<file path="config.mk">
export PLATFORM = sky130hd
export DESIGN_NAME = pcsr_top
export DESIGN_NICKNAME = d
export VERILOG_FILES = /design/src/rtl/pcsr_pkg.sv /design/src/rtl/pcsr_cycle.sv /design/src/rtl/pcsr_top.sv
export VERILOG_INCLUDE_DIRS = /design/src /design/src/rtl
export SDC_FILE = /design/constraint.sdc
export NUM_CORES = 1
export LEC_CHECK = 0
export BUFFER_PORTS_ARGS = -buffer_cell sky130_fd_sc_hd__buf_4
export CORE_UTILIZATION = 38
export DETAILED_ROUTE_END_ITERATION = 8
export GPL_ROUTABILITY_DRIVEN = 0
export GPL_TIMING_DRIVEN = 0
export PLACE_DENSITY = 0.67
export SLEW_MARGIN = 20
export SYNTH_ARGS = -nofsm -noshare
export SYNTH_HDL_FRONTEND = slang
export SYNTH_SLANG_ARGS = --single-unit
</file>
<file path="constraint.sdc">
create_clock -name CLOCK -period 2.6 [get_ports CLOCK]
set_clock_uncertainty 0.1 [all_clocks]
set_input_delay 0.52 -clock CLOCK [delete_from_list [all_inputs] [get_ports CLOCK]]
set_output_delay 0.52 -clock CLOCK [all_outputs]
set_load 0.05 [all_outputs]
</file>
<file path="src/rtl/pcsr_defines.svh">
// Purpose: constants of the parallel channel service request block
// Assumes: 8-bit registers, 16-bit DMA word buffer
// Notes:   register offsets are byte addresses on the CPU port
`ifndef PCSR_DEFINES_SVH
`define PCSR_DEFINES_SVH

// ****************************************
// register offsets
// ****************************************
`define PCSR_OFS_CHANNEL_SELECT 5'h00
`define PCSR_OFS_PIPE_CONFIG    5'h01
`define PCSR_OFS_PIPE_STATUS    5'h02
`define PCSR_OFS_DATA_ERR_CAUSE 5'h03
`define PCSR_OFS_CHAN_IRQ_EN    5'h04
`define PCSR_OFS_CHAN_IRQ_STAT  5'h05
`define PCSR_OFS_NEG_STATUS     5'h06
`define PCSR_OFS_SIGNAL_STATUS  5'h07
`define PCSR_OFS_EPP_ADDRESS    5'h08
`define PCSR_OFS_LOCAL_VECTOR   5'h09
`define PCSR_OFS_REQ_FLAGS      5'h0A
`define PCSR_OFS_SUMMARY_SVC    5'h0B
`define PCSR_OFS_END_OF_SERVICE 5'h0C
`define PCSR_OFS_PRESENTED_VEC  5'h0D
`define PCSR_OFS_DMA_BUFFER     5'h0E

// ****************************************
// field positions
// ****************************************
`define PCSR_CFG_DMA_EN   6
`define PCSR_CFG_DMA_DIR  5
`define PCSR_CFG_IRQ_EN   4
`define PCSR_CFG_ERR_EN   1
`define PCSR_STAT_DATA_ERROR_FLAG 0
`define PCSR_FLAG_SUMMARY 7
`define PCSR_FLAG_PORT    6
`define PCSR_FLAG_PIPE    5
`define PCSR_SVC_DMA      7
`define PCSR_SVC_MIRROR   3

// ****************************************
// codes and reset values
// ****************************************
`define PCSR_SRC_NONE 3'h0
`define PCSR_SRC_PORT 3'h4
`define PCSR_SRC_PIPE 3'h5
`define PCSR_SRC_BOTH 3'h6
`define PCSR_CHAN_ZERO 8'h00
`define PCSR_RST8  8'h00
`define PCSR_RST16 16'h0000

`endif

</file>
<file path="src/rtl/pcsr_pkg.sv">
// Purpose: types shared by the service request block files
// Assumes: nothing beyond the defines header
// Notes:   none
package pcsr_pkg;
  // kind of CPU bus cycle under way
  typedef struct packed {
    logic rd;
    logic wr;
    logic svc_ack;
    logic dma;
  } pcsr_cyc_t;

  // port state machine interrupt causes, bit 0 at the bottom
  typedef struct packed {
    logic init_pulse_irq;
    logic id_request_irq;
    logic direction_change;
    logic epp_addr_write_irq;
    logic signal_change;
    logic negotiation_change;
  } pcsr_port_ev_t;

  typedef enum logic [1:0] {CYC_IDLE, CYC_ACCESS, CYC_HOLD} pcsr_cyc_state_t;
endpackage

</file>
<file path="src/rtl/pcsr_cycle.sv">
// Purpose: CPU bus cycle sequencer on the divided internal clock
// Assumes: strobes synchronous to the system clock
// Notes:   DMA cycles never return TRANSFER_ACK_OUT
`timescale 1ns/100ps
module pcsr_cycle (
  input  wire logic              clk,
  input  wire logic              rst_n,
  input  wire logic              ce,
  input  wire logic              cs_n,
  input  wire logic              ds_n,
  input  wire logic              rw,
  input  wire logic              ack_n,
  input  wire logic              dack_n,
  input  wire logic              grant_ok,
  output      pcsr_pkg::pcsr_cyc_t kind,
  output      logic              go,
  output      logic              transfer_ack_out_n
);
  import pcsr_pkg::*;

  pcsr_cyc_state_t state;
  pcsr_cyc_t       next_kind;

  wire start_reg = !ds_n && !cs_n;
  // without a grant and a pending request the acknowledge is left unanswered
  wire start_ack = !ds_n && cs_n && !ack_n && grant_ok;
  wire start_dma = !dack_n && cs_n && ack_n;
  wire released  = ds_n && dack_n;

  assign next_kind = '{rd: start_reg && rw, wr: start_reg && !rw,
                       svc_ack: start_ack, dma: start_dma};

  always_ff @(posedge clk) begin
    if (!rst_n) begin
      state   <= CYC_IDLE;
      kind    <= '0;
      go      <= 1'b0;
      transfer_ack_out_n <= 1'b1;
    end else begin
      go <= 1'b0;
      // read data settles one edge after go, so the acknowledge waits for it
      if (go) transfer_ack_out_n <= kind.dma;
      if (ce) begin
        unique case (state)
          CYC_IDLE: begin
            if (start_reg || start_ack || start_dma) begin
              kind  <= next_kind;
              state <= CYC_ACCESS;
            end
          end
          CYC_ACCESS: begin
            go      <= 1'b1;
            state   <= CYC_HOLD;
          end
          CYC_HOLD: begin
            if (released) begin
              transfer_ack_out_n <= 1'b1;
              state   <= CYC_IDLE;
            end
          end
        endcase
      end
    end
  end
endmodule // pcsr_cycle

</file>
<file path="src/rtl/pcsr_top.sv">
// Purpose: service request gathering, vectoring and chaining of a parallel channel
// Assumes: all inputs synchronous to CLOCK; host holds ADDR through a cycle
// Notes:   bus cycle sequencer steps on CLOCK divided by two; all other logic steps on every CLOCK
// How it works
// - threshold never raises a service request
// - DMA request holds until near limit, enable clears
// - direction bit picks buffer write or read
// - only granted pending device answers acknowledge
// - granted idle device passes grant on
// - no pending request means no transfer ack to an acknowledge
// - vector upper five bits keep host value
// - pipeline sets bit five, port bit six
// - either source sets summary, mirrored in summary
// - pipeline and port requests have own enables
// - error interrupt needs both enable bits
// - data error bit raises error interrupt
// - six port causes, each enabled, three mode qualified
// - protocol change raises negotiation interrupt
// - ECP direction change raises interrupt
// - ID request raises interrupt
// - EPP address write interrupts, address kept
// - vector low bits read source in service
// - source codes 100, 101, 110
// - acknowledge drops request until end write or pipeline enable flip
// - end write clears context and vector
`timescale 1ns/100ps
`include "pcsr_defines.svh"
module pcsr_top (
  input  wire logic        CLOCK,
  input  wire logic        RST_N,
  input  wire logic        CS_N,
  input  wire logic        DS_N,
  input  wire logic        READ_NOT_WRITE,
  input  wire logic [4:0]  ADDR,
  input  wire logic [15:0] DATA_IN,
  output      logic [15:0] DATA_OUT,
  output      logic        DATA_OE,
  output      logic        TRANSFER_ACK_OUT_N,
  output      logic        SVC_REQUEST_OUT_N,
  input  wire logic        SVC_ACK_IN_N,
  output      logic        DMA_REQUEST_OUT_N,
  input  wire logic        DMA_ACK_IN_N,
  input  wire logic        CHAIN_GRANT_IN_N,
  output      logic        CHAIN_PASS_OUT_N,
  input  wire logic        PIPE_SERVICE_NEED,
  input  wire logic        PIPE_DATA_ERROR,
  input  wire logic [7:0]  DATA_ERROR_CAUSE,
  input  wire logic        FIFO_THRESHOLD_HIT,
  input  wire logic        FIFO_NEAR_LIMIT,
  input  wire logic        PIPE_WORD_VALID,
  input  wire logic [15:0] PIPE_WORD,
  output      logic [15:0] DMA_TX_WORD,
  output      logic        DMA_TX_LOAD,
  input  wire logic [7:0]  NEG_STATE,
  input  wire logic [7:0]  SIGNAL_STATE,
  input  wire logic        MANUAL_MODE,
  input  wire logic        COMPAT_MODE,
  input  wire logic        ECP_MODE,
  input  wire logic        ECP_REVERSE,
  input  wire logic        EPP_ADDR_STROBE,
  input  wire logic [7:0]  EPP_ADDR,
  input  wire logic        ID_REQUEST,
  input  wire logic        INIT_PULSE
);
  import pcsr_pkg::*;

  function automatic logic [2:0] src_code(input logic port, input logic pipe);
    src_code = (port && pipe) ? `PCSR_SRC_BOTH :
               pipe ? `PCSR_SRC_PIPE : port ? `PCSR_SRC_PORT : `PCSR_SRC_NONE;
  endfunction

  // ****************************************
  // state
  // ****************************************
  logic          ce;
  logic [7:0]    cfg;
  logic [7:0]    chan_sel;
  logic [5:0]    irq_en;
  pcsr_port_ev_t causes;
  logic [7:5]    flags;
  logic          in_service;
  logic [4:0]    vec_id;
  logic [7:0]    pres_vec;
  logic [7:0]    epp_addr;
  logic [7:0]    neg_prev;
  logic [7:0]    sig_prev;
  logic          rev_prev;
  logic [7:0]    rd_val;
  pcsr_cyc_t     kind;
  logic          go;
  pcsr_port_ev_t ev;
  pcsr_port_ev_t next_causes;
  logic [7:5]    next_flags;
  logic [7:5]    base_flags;

  // ****************************************
  // bus cycles
  // ****************************************
  wire pending  = flags[`PCSR_FLAG_SUMMARY] && !in_service;
  wire grant_ok = !CHAIN_GRANT_IN_N && pending;

  pcsr_cycle u_cycle (
    .clk      (CLOCK),
    .rst_n    (RST_N),
    .ce       (ce),
    .cs_n     (CS_N),
    .ds_n     (DS_N),
    .rw       (READ_NOT_WRITE),
    .ack_n    (SVC_ACK_IN_N),
    .dack_n   (DMA_ACK_IN_N),
    .grant_ok (grant_ok),
    .kind     (kind),
    .go       (go),
    .transfer_ack_out_n  (TRANSFER_ACK_OUT_N)
  );

  wire wr_go    = go && kind.wr;
  wire ack_go   = go && kind.svc_ack;
  wire dma_go   = go && kind.dma;
  wire dma_dir  = cfg[`PCSR_CFG_DMA_DIR];
  wire chan0    = chan_sel == `PCSR_CHAN_ZERO;
  wire wr_sel   = wr_go && ADDR == `PCSR_OFS_CHANNEL_SELECT;
  wire wr_cfg   = wr_go && ADDR == `PCSR_OFS_PIPE_CONFIG;
  wire wr_ien   = wr_go && ADDR == `PCSR_OFS_CHAN_IRQ_EN;
  wire wr_stat  = wr_go && ADDR == `PCSR_OFS_CHAN_IRQ_STAT;
  wire wr_vec   = wr_go && ADDR == `PCSR_OFS_LOCAL_VECTOR && chan0;
  wire wr_flags = wr_go && ADDR == `PCSR_OFS_REQ_FLAGS;
  wire eos_wr   = wr_go && ADDR == `PCSR_OFS_END_OF_SERVICE;
  // host writes the buffer only while transmitting, DMA cycle fills it too
  wire wr_buf   = !dma_dir && ((wr_go && ADDR == `PCSR_OFS_DMA_BUFFER) || dma_go);
  wire en_flip  = wr_cfg && (DATA_IN[`PCSR_CFG_IRQ_EN] != cfg[`PCSR_CFG_IRQ_EN]);
  wire ctx_clr  = eos_wr || en_flip;

  // ****************************************
  // request sources
  // ****************************************
  // the threshold inputs feed the DMA request only
  wire err_irq  = cfg[`PCSR_CFG_ERR_EN] && PIPE_DATA_ERROR;
  wire pipe_irq = cfg[`PCSR_CFG_IRQ_EN] && (PIPE_SERVICE_NEED || err_irq);
  wire port_irq = |(causes & irq_en);
  wire [2:0] src_now = src_code(flags[`PCSR_FLAG_PORT], flags[`PCSR_FLAG_PIPE]);

  assign ev.negotiation_change = NEG_STATE != neg_prev;
  assign ev.signal_change      = MANUAL_MODE && SIGNAL_STATE != sig_prev;
  assign ev.epp_addr_write_irq = EPP_ADDR_STROBE;
  assign ev.direction_change   = ECP_MODE && ECP_REVERSE != rev_prev;
  assign ev.id_request_irq     = ID_REQUEST;
  assign ev.init_pulse_irq     = COMPAT_MODE && INIT_PULSE;

  // a new cause wins over a clear in the same cycle
  assign next_causes = (causes & ~(wr_stat ? DATA_IN[5:0] : 6'h00)) | ev;

  assign base_flags = ctx_clr ? 3'h0 : wr_flags ? (flags & DATA_IN[7:5]) : flags;
  assign next_flags[`PCSR_FLAG_PIPE] = base_flags[`PCSR_FLAG_PIPE] || pipe_irq;
  assign next_flags[`PCSR_FLAG_PORT] = base_flags[`PCSR_FLAG_PORT] || port_irq;
  assign next_flags[`PCSR_FLAG_SUMMARY] = base_flags[`PCSR_FLAG_SUMMARY] ||
    next_flags[`PCSR_FLAG_PIPE] || next_flags[`PCSR_FLAG_PORT];

  // ****************************************
  // register read selection
  // ****************************************
  always_comb begin
    rd_val = `PCSR_RST8;
    unique case (ADDR)
      `PCSR_OFS_CHANNEL_SELECT: rd_val = chan_sel;
      `PCSR_OFS_PIPE_CONFIG:    rd_val = cfg;
      `PCSR_OFS_PIPE_STATUS:    rd_val = {7'h00, PIPE_DATA_ERROR};
      `PCSR_OFS_DATA_ERR_CAUSE: rd_val = DATA_ERROR_CAUSE;
      `PCSR_OFS_CHAN_IRQ_EN:    rd_val = {2'h0, irq_en};
      `PCSR_OFS_CHAN_IRQ_STAT:  rd_val = {2'h0, causes};
      `PCSR_OFS_NEG_STATUS:     rd_val = NEG_STATE;
      `PCSR_OFS_SIGNAL_STATUS:  rd_val = SIGNAL_STATE;
      `PCSR_OFS_EPP_ADDRESS:    rd_val = epp_addr;
      `PCSR_OFS_LOCAL_VECTOR:   rd_val = chan0 ?
        {vec_id, in_service ? src_now : `PCSR_SRC_NONE} : `PCSR_RST8;
      `PCSR_OFS_REQ_FLAGS:      rd_val = {flags, 5'h00};
      `PCSR_OFS_SUMMARY_SVC:    rd_val = {!DMA_REQUEST_OUT_N, 3'h0,
                                          flags[`PCSR_FLAG_SUMMARY], 3'h0};
      `PCSR_OFS_PRESENTED_VEC:  rd_val = pres_vec;
      default:                  rd_val = `PCSR_RST8;
    endcase
  end

  wire rd_buf = ADDR == `PCSR_OFS_DMA_BUFFER;
  wire [15:0] next_dout = ack_go ? {8'h00, vec_id, src_now} :
    ((dma_go || rd_buf) && dma_dir) ? DMA_TX_WORD : {8'h00, rd_val};
  wire drive = ack_go || (dma_go && dma_dir) || (go && kind.rd);

  // ****************************************
  // flip-flops
  // ****************************************
  always_ff @(posedge CLOCK) begin
    if (!RST_N) begin
      ce         <= 1'b0;
      cfg        <= `PCSR_RST8;
      chan_sel   <= `PCSR_RST8;
      irq_en     <= 6'h00;
      causes     <= '0;
      flags      <= 3'h0;
      in_service <= 1'b0;
      vec_id     <= 5'h00;
      pres_vec   <= `PCSR_RST8;
      epp_addr   <= `PCSR_RST8;
      neg_prev   <= `PCSR_RST8;
      sig_prev   <= `PCSR_RST8;
      rev_prev   <= 1'b0;
    end else begin
      ce       <= !ce;
      neg_prev <= NEG_STATE;
      sig_prev <= SIGNAL_STATE;
      rev_prev <= ECP_REVERSE;
      causes   <= next_causes;
      flags    <= next_flags;
      if (EPP_ADDR_STROBE) epp_addr <= EPP_ADDR;
      if (wr_sel) chan_sel <= DATA_IN[7:0];
      if (wr_cfg) cfg <= DATA_IN[7:0];
      if (wr_ien) irq_en <= DATA_IN[5:0];
      if (wr_vec) vec_id <= DATA_IN[7:3];
      // low vector bits are stored only in pres_vec at acknowledge; the local vector follows the live source
      if (ack_go) begin
        in_service <= 1'b1;
        pres_vec   <= {vec_id, src_now};
      end else if (ctx_clr) begin
        in_service <= 1'b0;
        pres_vec   <= `PCSR_RST8;
      end
    end
  end

  always_ff @(posedge CLOCK) begin
    if (!RST_N) begin
      SVC_REQUEST_OUT_N <= 1'b1;
      DMA_REQUEST_OUT_N <= 1'b1;
      CHAIN_PASS_OUT_N  <= 1'b1;
      DATA_OUT          <= `PCSR_RST16;
      DATA_OE           <= 1'b0;
      DMA_TX_WORD       <= `PCSR_RST16;
      DMA_TX_LOAD       <= 1'b0;
    end else begin
      SVC_REQUEST_OUT_N <= !pending || ack_go;
      // request holds until near limit; dropping the enable removes it
      DMA_REQUEST_OUT_N <= !(cfg[`PCSR_CFG_DMA_EN] && (!DMA_REQUEST_OUT_N ?
                             !FIFO_NEAR_LIMIT : FIFO_THRESHOLD_HIT));
      // our own acknowledge on the bus must not hand the grant downstream
      CHAIN_PASS_OUT_N  <= !(!CHAIN_GRANT_IN_N && !pending && !DATA_OE);
      DMA_TX_LOAD       <= wr_buf;
      if (drive) DATA_OUT <= next_dout;
      if (drive) DATA_OE <= 1'b1;
      else if (DS_N && DMA_ACK_IN_N) DATA_OE <= 1'b0;
      if (wr_buf) DMA_TX_WORD <= DATA_IN;
      else if (dma_dir && PIPE_WORD_VALID) DMA_TX_WORD <= PIPE_WORD;
    end
  end
endmodule // pcsr_top
</file>
== Word level (Yosys, flattened, before mapping) ==
Cells that the tools add are included.

* Equality and inequality tests: 22
* Mux-type cells: 28
* Bitwise gates (word level): 5
* Reductions and logical operators: 76

{| class="wikitable"
|+ Operators with widths
! kind !! count
|-
| case mux 8 bit (13 select lines) || 1
|-
| two-way mux 16 bit || 4
|-
| logical AND 1 bit || 38
|-
| == test 5 x 4 -> 1 bit, second input constant || 7
|-
| two-way mux 8 bit || 3
|-
| == test 5 x 3 -> 1 bit, second input constant || 4
|-
| two-way mux 3 bit || 6
|-
| != test 8 bit || 2
|-
| zero test 1 bit || 15
|-
| logical OR 1 bit || 13
|-
| bitwise AND 6 bit || 2
|-
| == test 5 x 2 -> 1 bit, second input constant || 2
|-
| two-way mux 1 bit || 10
|-
| zero test 8 bit || 1
|-
| two-way mux 6 bit || 1
|-
| inverter 6 bit || 1
|-
| bitwise OR 6 bit || 1
|-
| case mux 2 bit (3 select lines) || 1
|-
| AND reduction 3 bit || 2
|-
| nonzero test 2 bit || 3
|-
| OR reduction 6 bit || 1
|-
| == test 5 x 1 -> 1 bit, second input constant || 1
|-
| zero test 5 bit || 1
|-
| two-way mux 2 bit || 2
|-
| 7 further kinds || 9
|}

* Flip-flop bits (word level): 116
* Input port bits: 89
* Output and inout port bits: 38
* Logic and storage cells: 163

== Longest topological paths before layout ==
Gate-level depths: netlist (run 1).

* Depth in word-level cells: 8
* Mapped depth: 8
* Depth with buffers taken out: 6

== By module ==
From an unflattened synthesis (run 1), not the netlist that was laid out.

* Cells, all modules: 556
* Area total of the unflattened synthesis: 5,363.9 µm²

{| class="wikitable"
|+ Modules (own cells, without submodules)
! module !! instances !! cells an instance !! area each (µm²) !! seq. area each (µm²)
|-
| pcsr_top || 1 || 509 || 4,954.8 || 2,162.1
|-
| pcsr_cycle || 1 || 47 || 409.1 || 160.2
|}

== Worst setup path before layout (run 1) ==
No wires, ideal clock.

* Path type: in2reg
* Start point: input port ADDR[0]
* End point: register DATA_OUT[1]
* Library setup time: 0.127 ns
* Data arrival time: 1.786 ns
* Data required time: 2.373 ns
* Slack: 0.587 ns
* Cell stages on the path: 8
* Cells stage by stage: buf_6 > nor2b_4 > buf_6 > and2_0 > buf_2 > a221o_1 > o311ai_1 > a31oi_1

* Cells in the longest elaborated chain, start to end: 5
* Elaborated cells between the ends (all ways): 19
* Those cells by class: eq/ne (13); mux (3); reduce/logical (3)

{| class="wikitable"
|+ RTL lines
! what !! line !! text
|-
| start: declaration || pcsr_top.sv:34 || <nowiki>input wire logic [4:0] ADDR,</nowiki>
|-
| branches (longest 3 deep; another with case mux 8 bit (13 select lines)) || n/a ||
|-
| two-way mux 16 bit * || pcsr_top.sv:186 || <nowiki>((dma_go || rd_buf) && dma_dir) ? DMA_TX_WORD : {8'h00, rd_val};</nowiki>
|-
| two-way mux 16 bit * || pcsr_top.sv:185 || <nowiki>wire [15:0] next_dout = ack_go ? {8'h00, vec_id, src_now} :</nowiki>
|-
| end signal: assignment || pcsr_top.sv:235 || <nowiki>DATA_OUT <= `PCSR_RST16;</nowiki>
|-
| end signal: assignment || pcsr_top.sv:247 || <nowiki>if (drive) DATA_OUT <= next_dout;</nowiki>
|-
| end: declaration || pcsr_top.sv:36 || <nowiki>output logic [15:0] DATA_OUT,</nowiki>
|}

Mark *: on every way between the ends.
A chain may end at the register's enable or synchronous reset.

== Worst setup path in the final report (run 1) ==
* Start point: register u_cycle.go
* End point: register DATA_OUT[6]

* Cells in the longest elaborated chain, start to end: 5
* Elaborated cells between the ends (all ways): 10
* Those cells by class: mux (2); reduce/logical (8)

{| class="wikitable"
|+ RTL lines
! what !! line !! text
|-
| start: declaration || pcsr_cycle.sv:16 || <nowiki>output logic go,</nowiki>
|-
| start signal: assignment || pcsr_cycle.sv:37 || <nowiki>go <= 1'b0;</nowiki>
|-
| start signal: assignment || pcsr_cycle.sv:40 || <nowiki>go <= 1'b0;</nowiki>
|-
| start signal: assignment || pcsr_cycle.sv:52 || <nowiki>go <= 1'b1;</nowiki>
|-
| logical AND 1 bit || pcsr_top.sv:119 || <nowiki>wire dma_go = go && kind.dma;</nowiki>
|-
| logical OR 1 bit || pcsr_top.sv:186 ||
|-
| logical AND 1 bit || pcsr_top.sv:186 ||
|-
| two-way mux 16 bit || pcsr_top.sv:186 ||
|-
| two-way mux 16 bit || pcsr_top.sv:185 ||
|}

Parallel ways exist; a longest one is shown, timed or not.

==> flow_metrics.env, run 1 <==
export IMPL_core_um2=13830
export IMPL_p_per_area_nw_per_um2=618.2
export IMPL_dp_hpwl_um=13470
export IMPL_yosys_most_used_dff="dfxtp_1"
export IMPL_nFillCells=1300
export IMPL_routedWlPerCell_um=19.63
export IMPL_multi_input_area_um2=2819
export IMPL_fin_crit_sh_pct=86.93
export IMPL_totalWireLength_um=17870
export IMPL_grt_start_max_net_pins=17
export IMPL_hold_viol=0
export IMPL_ios=127
export IMPL_drt_pre_antenna_iters=6
export IMPL_outcome="complete, no violations"
export IMPL_worstPathArrival_ns=2.49
export IMPL_end_kind="flop"
export IMPL_initial_core_util_pct=38.86
export IMPL_vias=5167
export IMPL_drt_iter0_markers=619
export IMPL_die_w_um=120.9
export IMPL_rows=43
export IMPL_peakVddDrop_mv=0.3360
export IMPL_h_tree_depth=4
export IMPL_grt_usage_pct=24.91
export IMPL_die_y_um=120.9
export IMPL_timing_final_ws_setup_ns=0.3399
export IMPL_worst_pin_slew_ns=0.9384
export IMPL_grt_overflow=0
export IMPL_ys_seq_area_share_pct=43.22
export IMPL_numCtsBuffers=17
export IMPL_clk_pin_slew_worst_paths_ns=0.05
export IMPL_setup_tns_ns=0
export IMPL_ys_types=70
export IMPL_die_area_um2=14620
export IMPL_ff_latch_area_um2=2322
export IMPL_slew_headroom_pct=36.87
export IMPL_placed_area_um2=6521
export IMPL_drive_above_1_share_pct=26.30
export IMPL_viasPerCell=5.678
export IMPL_timing_critical_path_from="u_cycle.go"
export IMPL_yosysWarnings=0
export IMPL_synth_enable_flop_cells=0
export IMPL_setup_violations=0
export IMPL_fmax_ghz=0.4425
export IMPL_final_area_um2=7061
export IMPL_criticalPathCategory="flop to flop"
export IMPL_fin_cells=910
export IMPL_cap_violations=0
export IMPL_antennaDiodeCount=0
export IMPL_cts_repair_resized=0
export IMPL_slew_violations=0
export IMPL_timing_hold_ws_ns=0.2168
export IMPL_insertion_delay_ns=0.42
export IMPL_reg2reg_from="u_cycle.go"
export IMPL_cts_buffer_depth=2
export IMPL_dp_cells=879
export IMPL_dpl_worst_slack_ns=0.1227
export IMPL_tritoncts="yes"
export IMPL_fin_crit_ns=2.260
export IMPL_root_buffer="clkbuf_16"
export IMPL_min_from="CHAIN_GRANT_IN_N"
export IMPL_async_flop_share_pct=0
export IMPL_synth_area_um2=5373
export IMPL_drc=0
export IMPL_synth_area_per_cell_um2=9.328
export IMPL_cp_start_kind="flop"
export IMPL_synth_cells=576
export IMPL_grt_pass1_vias=5031
export IMPL_crit_fanout=10
export IMPL_rsz0062_at_grt="no"
export IMPL_cts_setup_buffers=0
export IMPL_syn_nets=668
export IMPL_p_leak_nw=2.832
export IMPL_port_buffers=123
export IMPL_postRouteAntennaNets=0
export IMPL_grt_pass1_wl_um=27230
export IMPL_synth_seq_cells=116
export IMPL_antenna_found_initial=0
export IMPL_cts_sinks=116
export IMPL_ctsHoldBuffers=0
export IMPL_synthToLayoutAreaGrowth_pct=31.42
export IMPL_hp_class="input port to flop"
export IMPL_layout_nets=810
export IMPL_cp_required_ns=2.83
-- cell usage in the layout (no fill, tap or decap), types with 9 or more instances in the layout --
cell,Yosys,layout
nor2_1,62,62
o21ai_0,12,12
buf_4,4,127
and3_1,13,13
nor2b_1,9,9
clkbuf_16,0,17
a22oi_1,34,34
and2_1,25,25
nand3_1,16,16
buf_2,11,11
mux2i_1,39,39
a21oi_1,27,27
mux2_2,11,11
xnor2_1,16,16
dfxtp_1,116,116
nand2_1,37,37
clkbuf_1,17,23
-- synth_stat cells, drive strengths merged (3+ instances only) --
library cell | instances | area [um^2]
and2 | 27 | 168.9
nand2 | 37 | 138.9
nand3 | 17 | 90.09
nand4 | 7 | 43.79
clkbuf | 17 | 63.81
a31oi | 5 | 31.28
ha | 3 | 37.54
dfxtp | 116 | 2322
mux2 | 11 | 123.9
o21ai | 13 | 68.82
inv | 4 | 15.01
a311oi | 3 | 26.28
o22ai | 5 | 31.28
nor4 | 5 | 31.28
nor2 | 63 | 239.0
a21oi | 28 | 151.4
nor2b | 10 | 70.06
and4 | 3 | 26.28
a22o | 6 | 52.55
a32o | 6 | 60.06
a22oi | 34 | 255.2
mux2i | 39 | 390.4
o21a | 3 | 22.52
nor3b | 3 | 38.79
buf | 23 | 152.6
a222oi | 7 | 70.07
nor3 | 6 | 40.04
a32oi | 6 | 52.55
xnor2 | 16 | 140.1
a221oi | 4 | 35.03
nand3b | 4 | 30.03
and3 | 13 | 81.33
-- critical path, stage by stage, from the launching register on --
cell      delay (ns)
dfxtp_1         0.29
buf_2           0.17
and3_1          0.23
a311oi_1        0.61
nand4_1         0.39
a41o_1          0.31
o21ai_0         0.08
-- area by class of cell --
cell class	count	share of cell area, %
Multi-Input combinational cell	416	39.93
Sequential cell	116	32.89
Timing Repair Buffer	123	13.08
Clock buffer	26	6.929
Tap cell	180	3.190
Buffer	40	3.066
Clock inverter	5	0.7088
Inverter	4	0.2127
-- per-stage QoR --
step / utilization (%) / power (mW)
global route: 51.06 / 4.486
global placement: 47.16 / 2.238
CTS: 51.06 / 4.376
floorplan: - / 2.040
detailed placement: 47.16 / 2.244
finish: 51.06 / 4.365
-- flip-flops by register name (all words and copies together) (netlist names), 2 cells and up --
name           count
neg_prev           8
DMA_TX_WORD       16
epp_addr           8
causes             6
sig_prev           8
irq_en             6
pres_vec           8
u_cycle.state      2
u_cycle.kind       4
flags              3
DATA_OUT          16
chan_sel           8
vec_id             5
cfg                8
-- routing by layer --
layer / part of all wire, % / GRT usage, % / up-vias / wire [um]
met4: 3.6 / 12.89 / 0 / 638
met3: 8.0 / 4.840 / 45 / 1436
li1: - / - / 2413 / -
met2: 48 / 40.39 / 237 / 8551
met1: 41 / 31.29 / 2472 / 7240
met5: 0 / 0 / - / 0
-- cells by family (layout without fill, tap and decap cells) --
| group | after synthesis | after routing | share of synthesized area, % |
|---|---|---|---|
| AOI/OAI and AO/OA | 140 | 140 | 19.17 |
| xor gates and xnor gates | 18 | 18 | 2.934 |
| adders and majority gates | 3 | 3 | 0.6987 |
| buffers and inverters | 44 | 198 | 4.308 |
| DFF | 116 | 116 | 43.22 |
| muxes | 50 | 50 | 9.571 |
| and+or+nand+nor | 205 | 205 | 20.10 |
-- final timing paths --
path,slack (ns),cells after the start,to
worst max register to register,0.34,6,DATA_OUT[6]
worst min register to register,0.32,1,DMA_REQUEST_OUT_N
worst min-delay path,0.22,2,CHAIN_PASS_OUT_N
worst max-delay path,0.34,6,DATA_OUT[6]
-- power by group --
| group | leakage [nW] | internal [mW] | switching [mW] |
|---|---|---|---|
| sequential | 0.943 | 1.81 | 0.0230 |
| combinational | 1.62 | 0.175 | 0.201 |
| clock | 0.268 | 1.38 | 0.776 |
| total | 2.83 | 3.36 | 1.00 |
No activity file was read; power rests on OpenSTA's default activity.
==> run 2: changes to the inputs <==
--- a/config.mk
+++ b/config.mk
@@ -7,11 +7,11 @@
 export NUM_CORES = 1
 export LEC_CHECK = 0
 export BUFFER_PORTS_ARGS = -buffer_cell sky130_fd_sc_hd__buf_4
-export CORE_UTILIZATION = 38
+export CORE_UTILIZATION = 40
 export DETAILED_ROUTE_END_ITERATION = 8
 export GPL_ROUTABILITY_DRIVEN = 0
 export GPL_TIMING_DRIVEN = 0
-export PLACE_DENSITY = 0.67
+export PLACE_DENSITY = 0.69
 export SLEW_MARGIN = 20
 export SYNTH_ARGS = -nofsm -noshare
 export SYNTH_HDL_FRONTEND = slang
==> flow_metrics.env, run 2 (synthesized netlist as in run 1, its figures left out) <==
export IMPL_timing_final_ws_setup_ns=0.3451
export IMPL_fin_crit_sh_pct=86.73
export IMPL_p_per_area_nw_per_um2=642.2
export IMPL_die_area_um2=13900
export IMPL_antenna_found_initial=0
export IMPL_crit_fanout=10
export IMPL_rsz0062_at_grt="no"
export IMPL_outcome="complete, no violations"
export IMPL_peakVddDrop_mv=0.3896
export IMPL_insertion_delay_ns=0.41
export IMPL_clk_pin_slew_worst_paths_ns=0.05
export IMPL_grt_start_max_net_pins=17
export IMPL_grt_pass1_vias=5059
export IMPL_drt_iter0_markers=723
export IMPL_fmax_ghz=0.4435
export IMPL_hp_class="input port to flop"
export IMPL_core_um2=12880
export IMPL_pwr_share_seq_pct=40.3
export IMPL_switching_share_pct=23.50
export IMPL_largestRegisters="DATA_OUT: 16 flops, DMA_TX_WORD: 16 flops"
export IMPL_tritoncts="yes"
export IMPL_setup_violations=0
export IMPL_cts_repair_resized=0
export IMPL_critPathMaxStageDelay_ns=0.63
export IMPL_layout_commonest_cell="buf_4"
export IMPL_slew_violations=0
export IMPL_total_power_mw=4.562
export IMPL_dpl_worst_slack_ns=0.08985
export IMPL_clockPowerShare_pct=51.5
export IMPL_p_sw_mw=1.072
export IMPL_final_area_um2=7104
export IMPL_synthToLayoutAreaGrowth_pct=32.23
export IMPL_numCtsBuffers=17
export IMPL_p_int_mw=3.490
export IMPL_end_kind="flop"
export IMPL_ctsHoldBuffers=0
export IMPL_setup_tns_ns=0
export IMPL_p_comb_share_pct=8.2
export IMPL_port_buffers=123
export IMPL_cts_buffer_depth=2
export IMPL_h_tree_depth=4
export IMPL_placed_area_um2=6511
export IMPL_ios=127
export IMPL_hold_viol=0
export IMPL_drc=0
export IMPL_path_cells="buf_2 > and3_1 > a311oi_1 > nand4_1 > a41o_1 > o21ai_0"
export IMPL_slowest_stage="a311oi_1"
export IMPL_cts_sinks=116
export IMPL_die_w_um=117.9
export IMPL_dp_hpwl_um=13570
export IMPL_viasPerCell=5.772
export IMPL_drt_pre_antenna_iters=7
export IMPL_grt_usage_pct=25.78
export IMPL_die_y_um=117.9
export IMPL_slew_headroom_pct=40.85
export IMPL_cp_start_kind="flop"
export IMPL_worst_pin_slew_ns=0.8791
export IMPL_final_cell_mix="buf_4, dfxtp_1, nor2_1"
export IMPL_nFillCells=1167
export IMPL_antennaDiodeCount=0
export IMPL_worstPathArrival_ns=2.49
export IMPL_routedWlPerCell_um=19.96
export IMPL_postRouteAntennaNets=0
export IMPL_rows=41
export IMPL_timing_hold_ws_ns=0.2208
export IMPL_grt_pass1_wl_um=27700
export IMPL_root_buffer="clkbuf_16"
export IMPL_cap_violations=0
export IMPL_p_leak_nw=2.850
export IMPL_totalWireLength_um=18030
export IMPL_grt_overflow=0
export IMPL_layout_nets=810
export IMPL_initial_core_util_pct=41.73
export IMPL_cp_required_ns=2.83
export IMPL_drive_above_1_share_pct=26.95
export IMPL_fin_crit_ns=2.255
export IMPL_vias=5212
export IMPL_criticalPathCategory="flop to flop"
export IMPL_cts_setup_buffers=0
==> run 2: power groups by stage <==
stage          registers (mW)  clock network, mW  logic, mW
5_1_grt                  1.84               2.46      0.399
3_3_place_gp             1.87                  0      0.363
6_report                 1.84               2.35      0.374
3_5_place_dp             1.87                  0      0.368
2_1_floorplan            1.87                  0      0.170
4_1_cts                  1.84               2.35      0.370
==> run 2: area by class of cell <==
cell class                      instances  area, um^2  share of cell area, %
Buffer                                 40       216.5                  3.047
Clock buffer                           19       432.9                  6.094
Clock inverter                         13       160.2                  2.254
Inverter                                4       15.01                 0.2113
Multi-Input combinational cell        416        2819                  39.68
Sequential cell                       116        2322                  32.69
Tap cell                              172       215.2                  3.029
Timing Repair Buffer                  123       923.4                  13.00
==> run 2: path summary, 6_finish.rpt <==
check	slack [ns]	depth (start not counted)	startpoint	end
worst max-delay path	0.35	6	u_cycle.go	DATA_OUT[6]
worst min-delay path	0.22	3	ID_REQUEST	causes[4]
worst min register to register	0.33	1	cfg[6]	DMA_REQUEST_OUT_N
worst max register to register	0.35	6	u_cycle.go	DATA_OUT[6]
==> run 2: worst max-delay path, delay by kind of cell, from the launching register on <==
family / cells / cell delay [ns]
buf+inv: 1 / 0.17
simple gates: 2 / 0.60
compound gates: 3 / 1.01
flops: 1 / 0.29
==> run 2: metal layers <==
| layer | wire length [um] | vias up | GRT usage (%) |
|---|---|---|---|
| li1 | - | 2419 | - |
| met1 | 7429 | 2507 | 32.50 |
| met2 | 8725 | 231 | 42.43 |
| met3 | 1272 | 55 | 5.039 |
| met4 | 601 | 0 | 11.54 |
| met5 | 0 | - | 0 |
==> run 2: metrics by stage <==
step	cells	utilization [%]
2_1_floorplan	576	-
3_3_place_gp	871	50.57
3_5_place_dp	871	50.57
4_1_cts	903	55.17
5_1_grt	903	55.17
6_report	903	55.17
==> run 3: changes to the inputs <==
--- a/config.mk
+++ b/config.mk
@@ -7,11 +7,14 @@
 export NUM_CORES = 1
 export LEC_CHECK = 0
 export BUFFER_PORTS_ARGS = -buffer_cell sky130_fd_sc_hd__buf_4
+export CELL_PAD_IN_SITES_DETAIL_PLACEMENT = 1
+export CELL_PAD_IN_SITES_GLOBAL_PLACEMENT = 1
+export CORE_ASPECT_RATIO = 0.8
 export CORE_UTILIZATION = 40
 export DETAILED_ROUTE_END_ITERATION = 8
 export GPL_ROUTABILITY_DRIVEN = 0
 export GPL_TIMING_DRIVEN = 0
-export PLACE_DENSITY = 0.69
+export PLACE_DENSITY = 0.86
 export SLEW_MARGIN = 20
 export SYNTH_ARGS = -nofsm -noshare
 export SYNTH_HDL_FRONTEND = slang
==> flow_metrics.env, run 3 (synthesized netlist as in run 1, its figures left out) <==
export IMPL_outcome="complete, no violations"
export IMPL_setup_violations=0
export IMPL_met2_usage_pct=48.75
export IMPL_rows=37
export IMPL_layout_commonest_cell="buf_4"
export IMPL_die_y_um=105.7
export IMPL_clockPowerShare_pct=53.9
export IMPL_antenna_found_initial=0
export IMPL_crit_fanout=10
export IMPL_final_cell_mix="buf_4, dfxtp_1, nor2_1"
export IMPL_hp_class="input port to flop"
export IMPL_fin_crit_sh_pct=90.29
export IMPL_end_kind="flop"
export IMPL_port_buffers=123
export IMPL_postLayoutCoreUtil_pct=55.34
export IMPL_h_tree_depth=4
export IMPL_pwr_share_seq_pct=38.0
export IMPL_fin_crit_ns=2.347
export IMPL_core_um2=12960
export IMPL_worstPathArrival_ns=2.59
export IMPL_rsz0062_at_grt="no"
export IMPL_grt_util_met1_pct=38.40
export IMPL_insertion_delay_ns=0.42
export IMPL_ctsHoldBuffers=0
export IMPL_peakVddDrop_mv=0.5123
export IMPL_synthToLayoutAreaGrowth_pct=33.51
export IMPL_totalWireLength_um=20880
export IMPL_routedWlPerCell_um=23.05
export IMPL_dp_hpwl_um=15270
export IMPL_p_int_mw=3.734
export IMPL_drive_above_1_share_pct=27.22
export IMPL_worst_pin_slew_ns=0.9201
export IMPL_fin_cells=906
export IMPL_dp_cells=874
export IMPL_cts_buffer_depth=2
export IMPL_initial_core_util_pct=41.45
export IMPL_p_per_area_nw_per_um2=673.8
export IMPL_ios=127
export IMPL_drc=0
export IMPL_vias=5489
export IMPL_root_buffer="clkbuf_16"
export IMPL_switching_share_pct=22.74
export IMPL_tritoncts="yes"
export IMPL_slew_violations=0
export IMPL_cts_sinks=116
export IMPL_cp_required_ns=2.84
export IMPL_hold_viol=0
export IMPL_placed_area_um2=6515
export IMPL_p_leak_nw=2.879
export IMPL_numCtsBuffers=17
export IMPL_cts_setup_buffers=0
export IMPL_gr_max_usage_layer="met2"
export IMPL_total_power_mw=4.833
export IMPL_grtUsageMet3_pct=6.926
export IMPL_criticalPathCategory="flop to flop"
export IMPL_cp_start_kind="flop"
export IMPL_grt_usage_pct=30.64
export IMPL_drt_iter0_markers=587
export IMPL_clk_pin_slew_worst_paths_ns=0.05
export IMPL_setup_tns_ns=0
export IMPL_antennaDiodeCount=0
export IMPL_die_area_um2=13900
export IMPL_cap_violations=0
export IMPL_grt_pass1_vias=5856
export IMPL_largestRegisters="DATA_OUT: 16 flops, DMA_TX_WORD: 16 flops"
export IMPL_die_w_um=131.6
export IMPL_viasPerCell=6.058
export IMPL_slew_headroom_pct=38.09
export IMPL_grt_pass1_wl_um=32310
export IMPL_drt_pre_antenna_iters=8
export IMPL_fmax_ghz=0.4260
export IMPL_final_area_um2=7173
export IMPL_cts_repair_resized=0
export IMPL_postRouteAntennaNets=0
export IMPL_p_comb_share_pct=8.1
export IMPL_p_sw_mw=1.099
export IMPL_layout_nets=810
export IMPL_grt_start_max_net_pins=17
export IMPL_grt_overflow=0
-- run 3: cell types whose count changed in the layout (fill, tap and decap cells not counted) --
cell,before,now
clkinv_4,4,2
bufinv_16,3,5
clkbuf_1,19,17
clkinv_2,4,3
clkinvlp_4,2,3
clkbuf_8,0,2
-- run 3: path summary, 6_finish.rpt --
kind | start | cells past startpoint | slack (ns) | end
setup / recovery | cfg[5] | 6 | 0.25 | DATA_OUT[1]
hold / removal | CHAIN_GRANT_IN_N | 2 | 0.22 | CHAIN_PASS_OUT_N
setup reg to reg | cfg[5] | 6 | 0.25 | DATA_OUT[1]
hold reg to reg | cfg[6] | 1 | 0.35 | DMA_REQUEST_OUT_N
-- run 3: metal layers --
layer | vias to the layer above | part of all wire (%)
li1 | 2418 | -
met1 | 2712 | 42
met2 | 286 | 46
met3 | 73 | 7.9
met4 | 0 | 4.3
met5 | - | 0
-- run 3: area by class of cell --
cell class	count	area [um^2]
fill	1498	5789
multi-input combinational	416	2819
sequential	116	2322
timing repair buffer	123	923.4
clock buffer	19	452.9
tap	175	219.0
buffer	40	216.5
clock inverter	13	205.2
inverter	4	15.01
-- run 3: worst max-delay path, cell delays in order, from the launching register on --
cell	delay [ns]
dfxtp_1	0.43
and2_1	0.21
or2_2	0.32
o21ai_2	0.41
clkbuf_1	0.51
a31oi_1	0.10
a31oi_1	0.19
-- run 3: power by group through the flow --
stage	clock, mW	sequential [mW]	combinational, mW
2_1_floorplan	0	1.87	0.170
6_report	2.60	1.84	0.391
5_1_grt	2.71	1.84	0.412
3_3_place_gp	0	1.87	0.363
3_5_place_dp	0	1.87	0.376
4_1_cts	2.62	1.84	0.383
-- run 3: stage by stage --
step	setup WS, ns	hold slack [ns]
2_1_floorplan	0.5873	0.2767
5_1_grt	0.1907	0.2206
3_5_place_dp	0.04857	0.3217
3_3_place_gp	0.1188	0.3122
4_1_cts	0.3340	0.2112
6_report	0.2525	0.2245
